**src/pkg/uart_flags_pkg.sv**
```systemverilog
// Constants and carrier types for the serial port interrupt flag block.
// Assumes a 32-bit register port with byte addresses and one clock domain.
`default_nettype none

package uart_flags_pkg;

  // Register port widths
  localparam int unsigned ADDR_W = 8;
  localparam int unsigned DATA_W = 32;
  localparam int unsigned NUM_FLAGS = 11;

  // Register byte offsets
  localparam logic [ADDR_W-1:0] CTRL_OFS  = 8'h00;
  localparam logic [ADDR_W-1:0] FLAGS_OFS = 8'h2C;
  localparam logic [ADDR_W-1:0] SET_OFS   = 8'h30;
  localparam logic [ADDR_W-1:0] CLR_OFS   = 8'h34;
  localparam logic [ADDR_W-1:0] EN_OFS    = 8'h38;

  // Flag bit positions
  localparam int unsigned SIGNAL_FRAME_BIT = 10;
  localparam int unsigned BEGIN_FRAME_BIT  = 9;
  localparam int unsigned ADDR_FRAME_BIT   = 8;
  localparam int unsigned FRAMING_ERR_BIT  = 7;
  localparam int unsigned PARITY_ERR_BIT   = 6;
  localparam int unsigned TX_OVERFLOW_BIT  = 5;
  localparam int unsigned RX_UNDERFLOW_BIT = 4;
  localparam int unsigned RX_OVERFLOW_BIT  = 3;
  localparam int unsigned RX_VALID_BIT     = 2;
  localparam int unsigned TX_SPACE_BIT     = 1;
  localparam int unsigned TX_DONE_BIT      = 0;

  // Control register field
  localparam int unsigned RX_BLOCKING_BIT = 0;

  // Reset values and bit classes
  localparam logic [NUM_FLAGS-1:0] FLAG_RESET  = 11'h002;
  localparam logic [NUM_FLAGS-1:0] EN_RESET    = 11'h000;
  localparam logic [NUM_FLAGS-1:0] STICKY_MASK = 11'h7F9;
  localparam logic                 CTRL_RESET  = 1'h0;

  // One register port request
  typedef struct packed {
    logic [ADDR_W-1:0] addr;
    logic [DATA_W-1:0] wdata;
    logic              wr;
    logic              rd;
  } bus_req_t;

  // Receive side frame events, one-cycle pulses
  typedef struct packed {
    logic signal_frame;
    logic begin_frame;
    logic addr_frame;
    logic framing_err;
    logic parity_err;
    logic frame_in;
  } rx_events_t;

endpackage

`default_nettype wire

```
**src/rtl/uart_interrupt_flags.sv**
```systemverilog
// Interrupt flag logic for a low-energy asynchronous serial port.
// Assumes event pulses and buffer levels from the datapath are synchronous
// to MCLK_I; registers are reached over a plain strobe port.
`default_nettype none

// Operation
// - Signal frame match sets bit 10
// - Start frame match sets bit 9
// - Address frame detected sets bit 8
// - Framing error sets bit 7 unless blocking
// - Parity error sets bit 6 unless blocking
// - Write to full transmit buffer: bit 5, discard
// - Read of empty receive buffer sets bit 4
// - Frame into full shifter: bit 3, overwrite
// - Receive data available sets bit 2
// - Transmit space sets bit 1, resets one
// - Transmit idle after sending sets bit 0
// - Set register writes ones into sticky flags
// - Clear register writes ones clear sticky flags
// - Enable bit per flag, reset zero
module uart_interrupt_flags (
  // Clock and reset
  input  wire logic                              MCLK_I,
  input  wire logic                              SYS_RST_I,
  // Register port
  input  wire logic [uart_flags_pkg::ADDR_W-1:0] ADDR_I,
  input  wire logic [uart_flags_pkg::DATA_W-1:0] WDATA_I,
  input  wire logic                              WR_I,
  input  wire logic                              RD_I,
  output logic      [uart_flags_pkg::DATA_W-1:0] RDATA_O,
  // Receive side events
  input  wire logic                              SIGNAL_FRAME_I,
  input  wire logic                              BEGIN_FRAME_I,
  input  wire logic                              ADDR_FRAME_I,
  input  wire logic                              FRAMING_ERR_I,
  input  wire logic                              PARITY_ERR_I,
  input  wire logic                              FRAME_IN_I,
  input  wire logic                              RX_SHIFT_FULL_I,
  input  wire logic                              RX_READ_I,
  input  wire logic                              RX_AVAIL_I,
  // Transmit side events
  input  wire logic                              TX_WRITE_I,
  input  wire logic                              TX_FULL_I,
  input  wire logic                              TX_SPACE_I,
  input  wire logic                              TX_BUF_EMPTY_I,
  input  wire logic                              TX_SHIFT_EMPTY_I,
  // Datapath handshakes
  output logic                                   TX_ACCEPT_O,
  output logic                                   RX_LOAD_O,
  output logic                                   RX_TAKE_O,
  // Status and interrupt
  output logic      [uart_flags_pkg::NUM_FLAGS-1:0] FLAGS_O,
  output logic                                   RX_BLOCKING_O,
  output logic                                   IRQ_O
);

  localparam int unsigned NF = uart_flags_pkg::NUM_FLAGS;

  // Bundled request and event views
  uart_flags_pkg::bus_req_t   req;        // Current port request
  uart_flags_pkg::rx_events_t rx_ev;      // Receive pulses
  // Flag, enable and control state
  logic [NF-1:0]  flag_reg;               // Interrupt flags
  logic [NF-1:0]  flag_next;
  logic [NF-1:0]  en_reg;                 // Interrupt enables
  logic [NF-1:0]  en_next;
  logic           blocking_reg;           // Receive blocking control
  logic           blocking_next;
  logic           idle_reg;               // Transmit idle seen last cycle
  logic [uart_flags_pkg::DATA_W-1:0] rdata_reg;  // Read data, one cycle late
  logic [uart_flags_pkg::DATA_W-1:0] rdata_next;
  // Decode and event wires
  wire            hit_ctrl;
  wire            hit_flags;
  wire            hit_set;
  wire            hit_clr;
  wire            hit_en;
  wire            tx_idle;                // Buffer and shifter both empty
  wire [NF-1:0]   set_vec;                // Software set, one cycle
  wire [NF-1:0]   clr_vec;                // Software clear, one cycle
  wire [NF-1:0]   hw_set;                 // Hardware set pulses
  wire [NF-1:0]   hw_level;               // Levels for non-sticky flags
  wire [uart_flags_pkg::DATA_W-1:0] rd_mux;

  // Bundle the ports
  assign req   = '{addr: ADDR_I, wdata: WDATA_I, wr: WR_I, rd: RD_I};
  assign rx_ev = '{signal_frame: SIGNAL_FRAME_I, begin_frame: BEGIN_FRAME_I,
                   addr_frame: ADDR_FRAME_I, framing_err: FRAMING_ERR_I,
                   parity_err: PARITY_ERR_I, frame_in: FRAME_IN_I};

  // Address decode
  assign hit_ctrl  = (req.addr == uart_flags_pkg::CTRL_OFS);
  assign hit_flags = (req.addr == uart_flags_pkg::FLAGS_OFS);
  assign hit_set   = (req.addr == uart_flags_pkg::SET_OFS);
  assign hit_clr   = (req.addr == uart_flags_pkg::CLR_OFS);
  assign hit_en    = (req.addr == uart_flags_pkg::EN_OFS);

  // Level flag bits are masked so a stray one cannot touch the level flags
  assign set_vec = (req.wr && hit_set) ? (req.wdata[NF-1:0] & uart_flags_pkg::STICKY_MASK)
                                       : '0;
  assign clr_vec = (req.wr && hit_clr) ? (req.wdata[NF-1:0] & uart_flags_pkg::STICKY_MASK)
                                       : '0;

  // Transmit idle, edge-detected so the flag fires once per drain
  assign tx_idle = TX_BUF_EMPTY_I & TX_SHIFT_EMPTY_I;

  // Hardware set sources per flag
  assign hw_set[uart_flags_pkg::SIGNAL_FRAME_BIT] = rx_ev.signal_frame;
  assign hw_set[uart_flags_pkg::BEGIN_FRAME_BIT]  = rx_ev.begin_frame;
  assign hw_set[uart_flags_pkg::ADDR_FRAME_BIT]   = rx_ev.addr_frame;
  assign hw_set[uart_flags_pkg::FRAMING_ERR_BIT]  = rx_ev.framing_err & ~blocking_reg;
  assign hw_set[uart_flags_pkg::PARITY_ERR_BIT]   = rx_ev.parity_err & ~blocking_reg;
  assign hw_set[uart_flags_pkg::TX_OVERFLOW_BIT]  = TX_WRITE_I & TX_FULL_I;
  assign hw_set[uart_flags_pkg::RX_UNDERFLOW_BIT] = RX_READ_I & ~RX_AVAIL_I;
  assign hw_set[uart_flags_pkg::RX_OVERFLOW_BIT]  = rx_ev.frame_in & RX_SHIFT_FULL_I;
  assign hw_set[uart_flags_pkg::RX_VALID_BIT]     = 1'b0;
  assign hw_set[uart_flags_pkg::TX_SPACE_BIT]     = 1'b0;
  assign hw_set[uart_flags_pkg::TX_DONE_BIT]      = tx_idle & ~idle_reg;

  // Level sources; only the two buffer flags use them
  assign hw_level = {NF{1'b0}}
                  | (NF'(RX_AVAIL_I) << uart_flags_pkg::RX_VALID_BIT)
                  | (NF'(TX_SPACE_I) << uart_flags_pkg::TX_SPACE_BIT);

  // Per-flag next value: sticky flags hold, set beats clear in one cycle
  for (genvar i = 0; i < NF; i++) begin : g_flag
    if (uart_flags_pkg::STICKY_MASK[i]) begin : g_sticky
      assign flag_next[i] = (flag_reg[i] & ~clr_vec[i]) | set_vec[i] | hw_set[i];
    end else begin : g_level
      // Buffer flags mirror their level and ignore software
      assign flag_next[i] = hw_level[i];
    end
  end

  // Enable and control writes
  assign en_next       = (req.wr && hit_en) ? req.wdata[NF-1:0] : en_reg;
  assign blocking_next = (req.wr && hit_ctrl) ? req.wdata[uart_flags_pkg::RX_BLOCKING_BIT]
                                              : blocking_reg;

  // Read mux; set and clear registers read as zero, unmapped as zero
  assign rd_mux = hit_flags ? uart_flags_pkg::DATA_W'(flag_reg)
                : hit_en    ? uart_flags_pkg::DATA_W'(en_reg)
                : hit_ctrl  ? uart_flags_pkg::DATA_W'(blocking_reg)
                : '0;
  // Data stands only in the cycle after the read strobe
  assign rdata_next = req.rd ? rd_mux : '0;

  // Flag register, transmit space comes out of reset set
  always_ff @(posedge MCLK_I) begin
    if (SYS_RST_I) begin
      flag_reg <= uart_flags_pkg::FLAG_RESET;
    end else begin
      flag_reg <= flag_next;
    end
  end

  // Enables, control, idle history
  always_ff @(posedge MCLK_I) begin
    if (SYS_RST_I) begin
      en_reg       <= uart_flags_pkg::EN_RESET;
      blocking_reg <= uart_flags_pkg::CTRL_RESET;
      idle_reg     <= 1'b1;
    end else begin
      en_reg       <= en_next;
      blocking_reg <= blocking_next;
      idle_reg     <= tx_idle;
    end
  end

  // Read data register
  always_ff @(posedge MCLK_I) begin
    if (SYS_RST_I) begin
      rdata_reg <= '0;
    end else begin
      rdata_reg <= rdata_next;
    end
  end

  // Datapath handshakes: full buffer refuses, shifter always reloads
  assign TX_ACCEPT_O = TX_WRITE_I & ~TX_FULL_I;
  assign RX_LOAD_O   = rx_ev.frame_in;
  // An empty receive buffer gives nothing on read
  assign RX_TAKE_O   = RX_READ_I & RX_AVAIL_I;

  // Outputs
  assign RDATA_O       = rdata_reg;
  assign FLAGS_O       = flag_reg;
  assign RX_BLOCKING_O = blocking_reg;
  assign IRQ_O         = |(flag_reg & en_reg);

endmodule

`default_nettype wire

```
**config.mk**
```make
export PLATFORM = sky130hd
export DESIGN_NAME = uart_interrupt_flags
export DESIGN_NICKNAME = d
export VERILOG_FILES = /design/src/pkg/uart_flags_pkg.sv /design/src/rtl/uart_interrupt_flags.sv
export SDC_FILE = /design/constraint.sdc
export NUM_CORES = 1
export LEC_CHECK = 0
export BUFFER_PORTS_ARGS = -buffer_cell sky130_fd_sc_hd__buf_2
export CAP_MARGIN = 20
export CORE_AREA = 3 3 92 94
export DETAILED_ROUTE_END_ITERATION = 16
export DIE_AREA = 0 0 95 97
export GPL_ROUTABILITY_DRIVEN = 0
export HOLD_SLACK_MARGIN = 0.05
export SLEW_MARGIN = 20
export SYNTH_ARGS = -nofsm -noshare
export SYNTH_HDL_FRONTEND = slang
export SYNTH_SLANG_ARGS = --single-unit
```
**constraint.sdc**
```tcl
create_clock -name MCLK_I -period 1.3 [get_ports MCLK_I]
set_input_delay 0.13 -clock MCLK_I [delete_from_list [all_inputs] [get_ports MCLK_I]]
set_output_delay 0.13 -clock MCLK_I [all_outputs]
set_load 0.02 [all_outputs]
```
==> results of run 1 <==
-- through the flow --
stage                     hold WS (ns)  total power, µW  area (µm²)
after floorplan                 0.1994             1422        1992
after global placement          0.3173             1606        2494
after detailed placement        0.3165             1611        2494
after CTS                      0.05307             2771        2658
after global routing           0.07590             2856        2660
final                          0.05790             2759        2660
-- metal layers --
layer | wire (µm) | track usage, % | part of all wire (%)
met5 | 0 | 0 | 0
met4 | 78 | 3.108 | 1.3
met3 | 420 | 3.033 | 7.1
met2 | 2825 | 19.90 | 48
met1 | 2605 | 17.06 | 44
-- layout make-up --
| class | count | area (µm²) |
|---|---|---|
| inverters | 12 | 45.04 |
| clock inverters | 2 | 60.06 |
| clock buffers | 6 | 72.57 |
| repair buffers | 98 | 636.9 |
| flip-flops and latches | 35 | 704.4 |
| fillers | 801 | 5067 |
| multi-input cells | 149 | 1013 |
| well taps | 102 | 127.6 |
-- Yosys cell counts (all sizes together) --
cell type and instances:
dfxtp 35, buf 28, nand2 5, nor2b 2, a41o 1, a31o 1
and2 2, a31oi 7, a21o 1, a222oi 1, or3 1, or3b 1
inv 12, a22o 2, conb 1, nor3 1, nand4bb 1, nand3b 1
nand4 39, a21oi 25, nor4 2, nand3 3, o31ai 11, a41oi 3
nor3b 2, nand2b 2, or2 1, nor4bb 1, o41ai 9, or4b 1
clkbuf 15, a221oi 2
-- repair_timing --
action / CTS / global route
pin swaps: 1 / 1
buffers inserted: 1 / 0
endpoints found under the setup margin: 1 / 1
resized for setup: 4 / 2
hold buffers: 1 / 0
endpoints found under the hold margin: 1 / 0
-- placed cells by master, fill, tap and decap left out, types with 7 or more instances in the layout --
cell type,n
dfxtp_1,32
o41ai_2,9
a21oi_1,25
o31ai_1,11
buf_2,62
inv_1,12
conb_1,21
nand4_1,39
buf_4,30
a31oi_1,7
-- final timing paths --
path / start / end / slack, ns / cells after the start
hold / removal: TX_SHIFT_EMPTY_I / idle_reg / 0.06 / 2
setup reg to reg: FLAGS_O[0] / RDATA_O[0] / 0.40 / 4
setup / recovery: FLAGS_O[6] / IRQ_O / -0.18 / 4
hold reg to reg: en_reg[9] / en_reg[9] / 0.49 / 2
-- power by group through the flow --
stage | Clock, µW | Sequential [µW] | Combinational (µW)
finish | 1160 | 1110 | 481
CTS | 1180 | 1110 | 479
detailed placement | 0 | 1140 | 474
global route | 1220 | 1110 | 518
global placement | 0 | 1140 | 470
floorplan | 0 | 1170 | 251
-- cells by family (layout without fill, tap and decap cells) --
logic type	after synthesis	count (layout)
and+or+nand+nor	65	65
buffers and inverters	55	118
DFF	35	35
AOI/OAI and AO/OA	63	63
other	1	21
-- critical path: stages, from the launching register on --
cell,delay [ns]
dfxtp_1,0.32
a22o_1,0.22
a221oi_1,0.20
nand3_1,0.15
buf_6,0.17
==> impl_results.md, run 1 <==
- Outcome: finished with violations
- Failing checks: negative setup slack
- Adder-cell share of the synthesized area: 0%
- Largest net degree at the start of global routing: 35
- Seq/Total Area, Yosys: 36.55%
- Num CTS Buffers: 5
- Share of the synthesized area in the top cell type: ~37%
- First-pass GRT wire length: around 9.3 mm
- Diodes inserted: 0
- Initial antenna violation count: 0
- Worst endpoint required time: between 1 and 1.5 ns
- Post-DP HPWL: around 4.6 mm
- Utilization after layout: 34.42%
- Cell Area, Synth: approximately 1900 µm²
- Synth top area cells: dfxtp_1 (37%), nand4_1 (13%), buf_4 (8.6%)
- Gr ovfl total: 0
- Sw Ratio: between 20 and 30%
- Final-report hold violation count: 0
- CTS tree: done
- # IOs: around 110
- Sw power: 709.1 µW
- Die area: slightly above 9000 µm²
- Hold Crit Class: input port to flop
- Setup WS pre-CTS: -0.1450 ns
- Max rail drop VDD: about 0.00042 V
- Die Y-Extent: 97 µm
- Multiplexer share of the synthesized area: 0%
- Period minus WS final: around 1.5 ns
- Power share of the clock group: a little over two fifths
- Number of DRC markers in iteration 0: roughly 160
- Setup CP Type: flop to primary output
- Worst skew pair latency: between 0.2 and 0.3 ns
- Crit start category: flop
- Largest area contributor in the netlist: dfxtp_1
- Synth Instances: 219
- Period Utilization, post-route: 113.8%
- Row Count: 32
- Vias per cell: 4.936
- Initial Utilization: around a quarter
- Wirelength per Cell: between 10 and 15 µm
- Synth Area in XOR/XNOR: 0%
- Critical Path AT: approximately 1.4 ns
- Root buffer cell: clkbuf_8
- PortBufs: 63
- Synth Area in Compound Gates: 25.85%
- Yosys warnings: 0
- Synth Area in Simple Gates: 21.54%
- Critical Path Fanout Max: 2
- Max Cap Viol: 0
- Static Leak: between 0.001 and 0.0015 µW
- CTS sink count: 35
- Clock slew at reported path FFs: around 0.070 ns
- Pint: between 2000 and 2500 µW
- Final net count: approximately 360
- Number of global-route vias before repair: 1802
- Fmax: 676.2 MHz
- Post-route worst setup slack: -0.1788 ns
- DR DRC count: 0
- DR pass1 iterations: 4
- Die Wd: roughly 95 µm
- Worst-case clock buffer depth: 2
- H-tree depth: 2
- Max-slew violation total from the final report: 0
- Vias: between 1.5k and 2k
- Setup Viol. Count Final: 1
- RSZ-0062 raised after global routing: true
- Area delta synth->final: 38.77%
- All-layer global routing usage: 12.57%
- Largest family of logic cells by synthesized area: compound AO/OA/AOI/OAI gates
- Clock Skew: 0.007464 ns
- Reg power frac: between 40% and 50%
- TNS Setup: -0.1788 ns
- Final WL: roughly 6 mm
- Gate power share: 17.5%
- Seq cells post-synth: 35
- Routed Antenna Nets: 0
- Pwr dens: roughly 1000 nW/µm²
- Layout cell share with drive strength beyond 1: approximately 40%
- Finished Layout Cells: 404
- Cell variety after synth: 36
- Core Region: 7727 µm²
- Syn Area/Cell: between 8 and 9 µm²
- Inst Count DP: 394
- CP endpoint kind: primary output
Note: power is estimated with default switching activity, not from simulation.
==> run 2: changes to the inputs <==
--- a/config.mk
+++ b/config.mk
@@ -12,6 +12,7 @@
 export DIE_AREA = 0 0 95 97
 export GPL_ROUTABILITY_DRIVEN = 0
 export HOLD_SLACK_MARGIN = 0.05
+export SETUP_SLACK_MARGIN = 0.1
 export SLEW_MARGIN = 20
 export SYNTH_ARGS = -nofsm -noshare
 export SYNTH_HDL_FRONTEND = slang
==> run 2 against run 1 <==
Net effect:
- the flow still finishes with violations (negative setup slack)
- routed wire length rose by 1.1%
- sequential cell count did not move
- global-route usage rose by 0.17 points
- register-to-register slack got worse by 0.05 ns
- largest power group is now sequential cells
- die area did not move
- power fell by 13%
- cell count fell by 0.74%
- sequential power barely moved
- largest cell class unchanged
- clock power fell by 30%
==> impl_results.md, run 2 (synthesized netlist as in run 1, its figures left out) <==
- Critical path's slowest cell: dfxtp_2
- Die Wd: 95 µm (unchanged)
- Crit path largest cell delay: 0.32 ns (about the same)
- Worst endpoint required time: 1.17 ns (about the same)
- Post-route worst setup slack: -0.1848 ns (-0.006010 ns)
- Clock slew at reported path FFs: 0.07 ns (about the same)
- CTS sink count: 35 (unchanged)
- Num CTS Buffers: 5 (unchanged)
- Period minus WS final: 1.485 ns (+0.006010 ns)
- Root buffer cell: clkbuf_8
- Clock Skew: 0.003426 ns (-0.004038 ns)
- Row Count: 32 (unchanged)
- Diodes inserted: 0 (unchanged)
- Die area: 9215 µm² (unchanged)
- Number of global-route vias before repair: 1835 (+1.8%)
- Critical Path Fanout Max: 2 (unchanged)
- Slew margin rel.: between 50 and 60%
- Layout cell share with drive strength beyond 1: 40.13% (-0.26 points)
- Hold Crit Class: input port to flop
- Largest net degree at the start of global routing: 35 (unchanged)
- Setup Viol. Count Final: 1 (unchanged)
- Least-Margin Pin Slew: ~0.64 ns
- Final net count: 357 (-0.56%)
- Pwr dens: 921.6 nW/µm² (-11%)
- Finished Layout Cells: 401 (-0.74%)
- Number of DRC markers in iteration 0: 247 (+59%)
- Routed Antenna Nets: 0 (unchanged)
- Max-slew violation total from the final report: 0 (unchanged)
- Initial Utilization: 24.81% (unchanged)
- Max rail drop VDD: 0.0003014 V (-28%)
- Worst skew pair latency: 0.29 ns (about the same)
- Final WL: 5.997 mm (+1.1%)
- Area delta synth->final: 36.03%
- Worst-case clock buffer depth: 2 (unchanged)
- Vias: 1964 (-1.5%)
- Post-DP HPWL: 4.629 mm (-0.20%)
- Crit path cell chain: a22o_1 > a221oi_2 > nand3_1 > buf_6
- CTS tree: done
- RSZ-0062 raised after global routing: true
- Die Y-Extent: 97 µm (unchanged)
- Setup WS pre-CTS: -0.07974 ns (+0.06523 ns)
- DR DRC count: 0 (unchanged)
- Crit start category: flop
- Max Cap Viol: 0 (unchanged)
- First-pass GRT wire length: 9.349 mm (+0.15%)
- H-tree depth: 2 (unchanged)
- Setup CP Type: flop to primary output
- Most common cell after layout, fill and taps aside: buf_2
- PortBufs: 63 (unchanged)
- Core Region: 7727 µm² (unchanged)
- Final Power: 2403 µW (-13%)
- Critical Path AT: 1.35 ns (about the same)
- Outcome: finished with violations
- Commonest cells after routing, fill and taps aside: buf_2 (62), nand4_1 (39), dfxtp_1 (34)
- All-layer global routing usage: 12.74% (+0.17 points)
- Final-report hold violation count: 0 (unchanged)
- Initial antenna violation count: 0 (unchanged)
- Failing checks: negative setup slack
- Inst Count DP: 392 (-0.51%)
- Gr ovfl total: 0 (unchanged)
- Vias per cell: 4.898 (-0.77%)
- CP endpoint kind: primary output
- DR pass1 iterations: 4 (unchanged)
- Fmax: 673.5 MHz (-0.40%)
- Wirelength per Cell: 14.96 µm (+1.9%)
- # IOs: 106 (unchanged)
- Static Leak: 0.001083 µW (-2.1%)
- Period Utilization, post-route: 114.2% (+0.46 points)
==> run 2: final cells by class <==
type / count / area (µm²)
Timing Repair Buffer: 96 / 621.8
Fill cell: 847 / 5120
Multi-Input combinational cell: 149 / 1023
Inverter: 12 / 45.04
Tap cell: 102 / 127.6
Clock inverter: 1 / 5.005
Clock buffer: 6 / 82.58
Sequential cell: 35 / 701.9
==> run 2: per-stage QoR <==
stage	instance area (µm²)	hold slack [ns]	utilization (%)	TNS (ns)
floorplan	1996	0.1994	-	0
global placement	2482	0.3146	32.12	-0.5146
detailed placement	2482	0.3181	32.12	-0.7450
CTS	2601	0.06264	33.66	-0.1993
global route	2608	0.06742	33.74	-0.2247
finish	2608	0.06226	33.74	-0.1848
==> run 2: final timing paths <==
path                    start          to  slack (ns)  cells after the start
max                 en_reg[1]       IRQ_O       -0.18                      4
max reg2reg        FLAGS_O[0]  RDATA_O[0]        0.35                      4
min          TX_SHIFT_EMPTY_I    idle_reg        0.06                      2
min reg2reg        en_reg[10]  en_reg[10]        0.50                      2
==> run 2: layer usage <==
layer | up-vias | GRT usage [%] | share of wire [%]
met5 | - | 0 | 0
met4 | 0 | 4.661 | 2.2
met3 | 14 | 2.644 | 7.2
met2 | 87 | 19.47 | 46
met1 | 903 | 17.50 | 44
li1 | 960 | - | -
==> run 2: where the power goes <==
part / leakage, µW / internal (µW) / switching (µW)
clock network: 0.0000470 / 416 / 392
registers: 0.000286 / 1100 / 17.1
logic: 0.000750 / 184 / 297
==> run 2: critical path, delay by kind of cell (launching register included) <==
kind            cells  cell delay, ns
compound gates      2            0.43
buf+inv             1            0.17
simple gates        1            0.15
flops               1            0.32
==> run 2: repair_timing <==
item                       in CTS  in global routing
hold endpoints to repair        1                  0
pin swaps                       1                  1
setup endpoints to repair       1                  1
hold buffers                    1                  0
setup buffers                   1                  0
gates resized for setup         4                  1
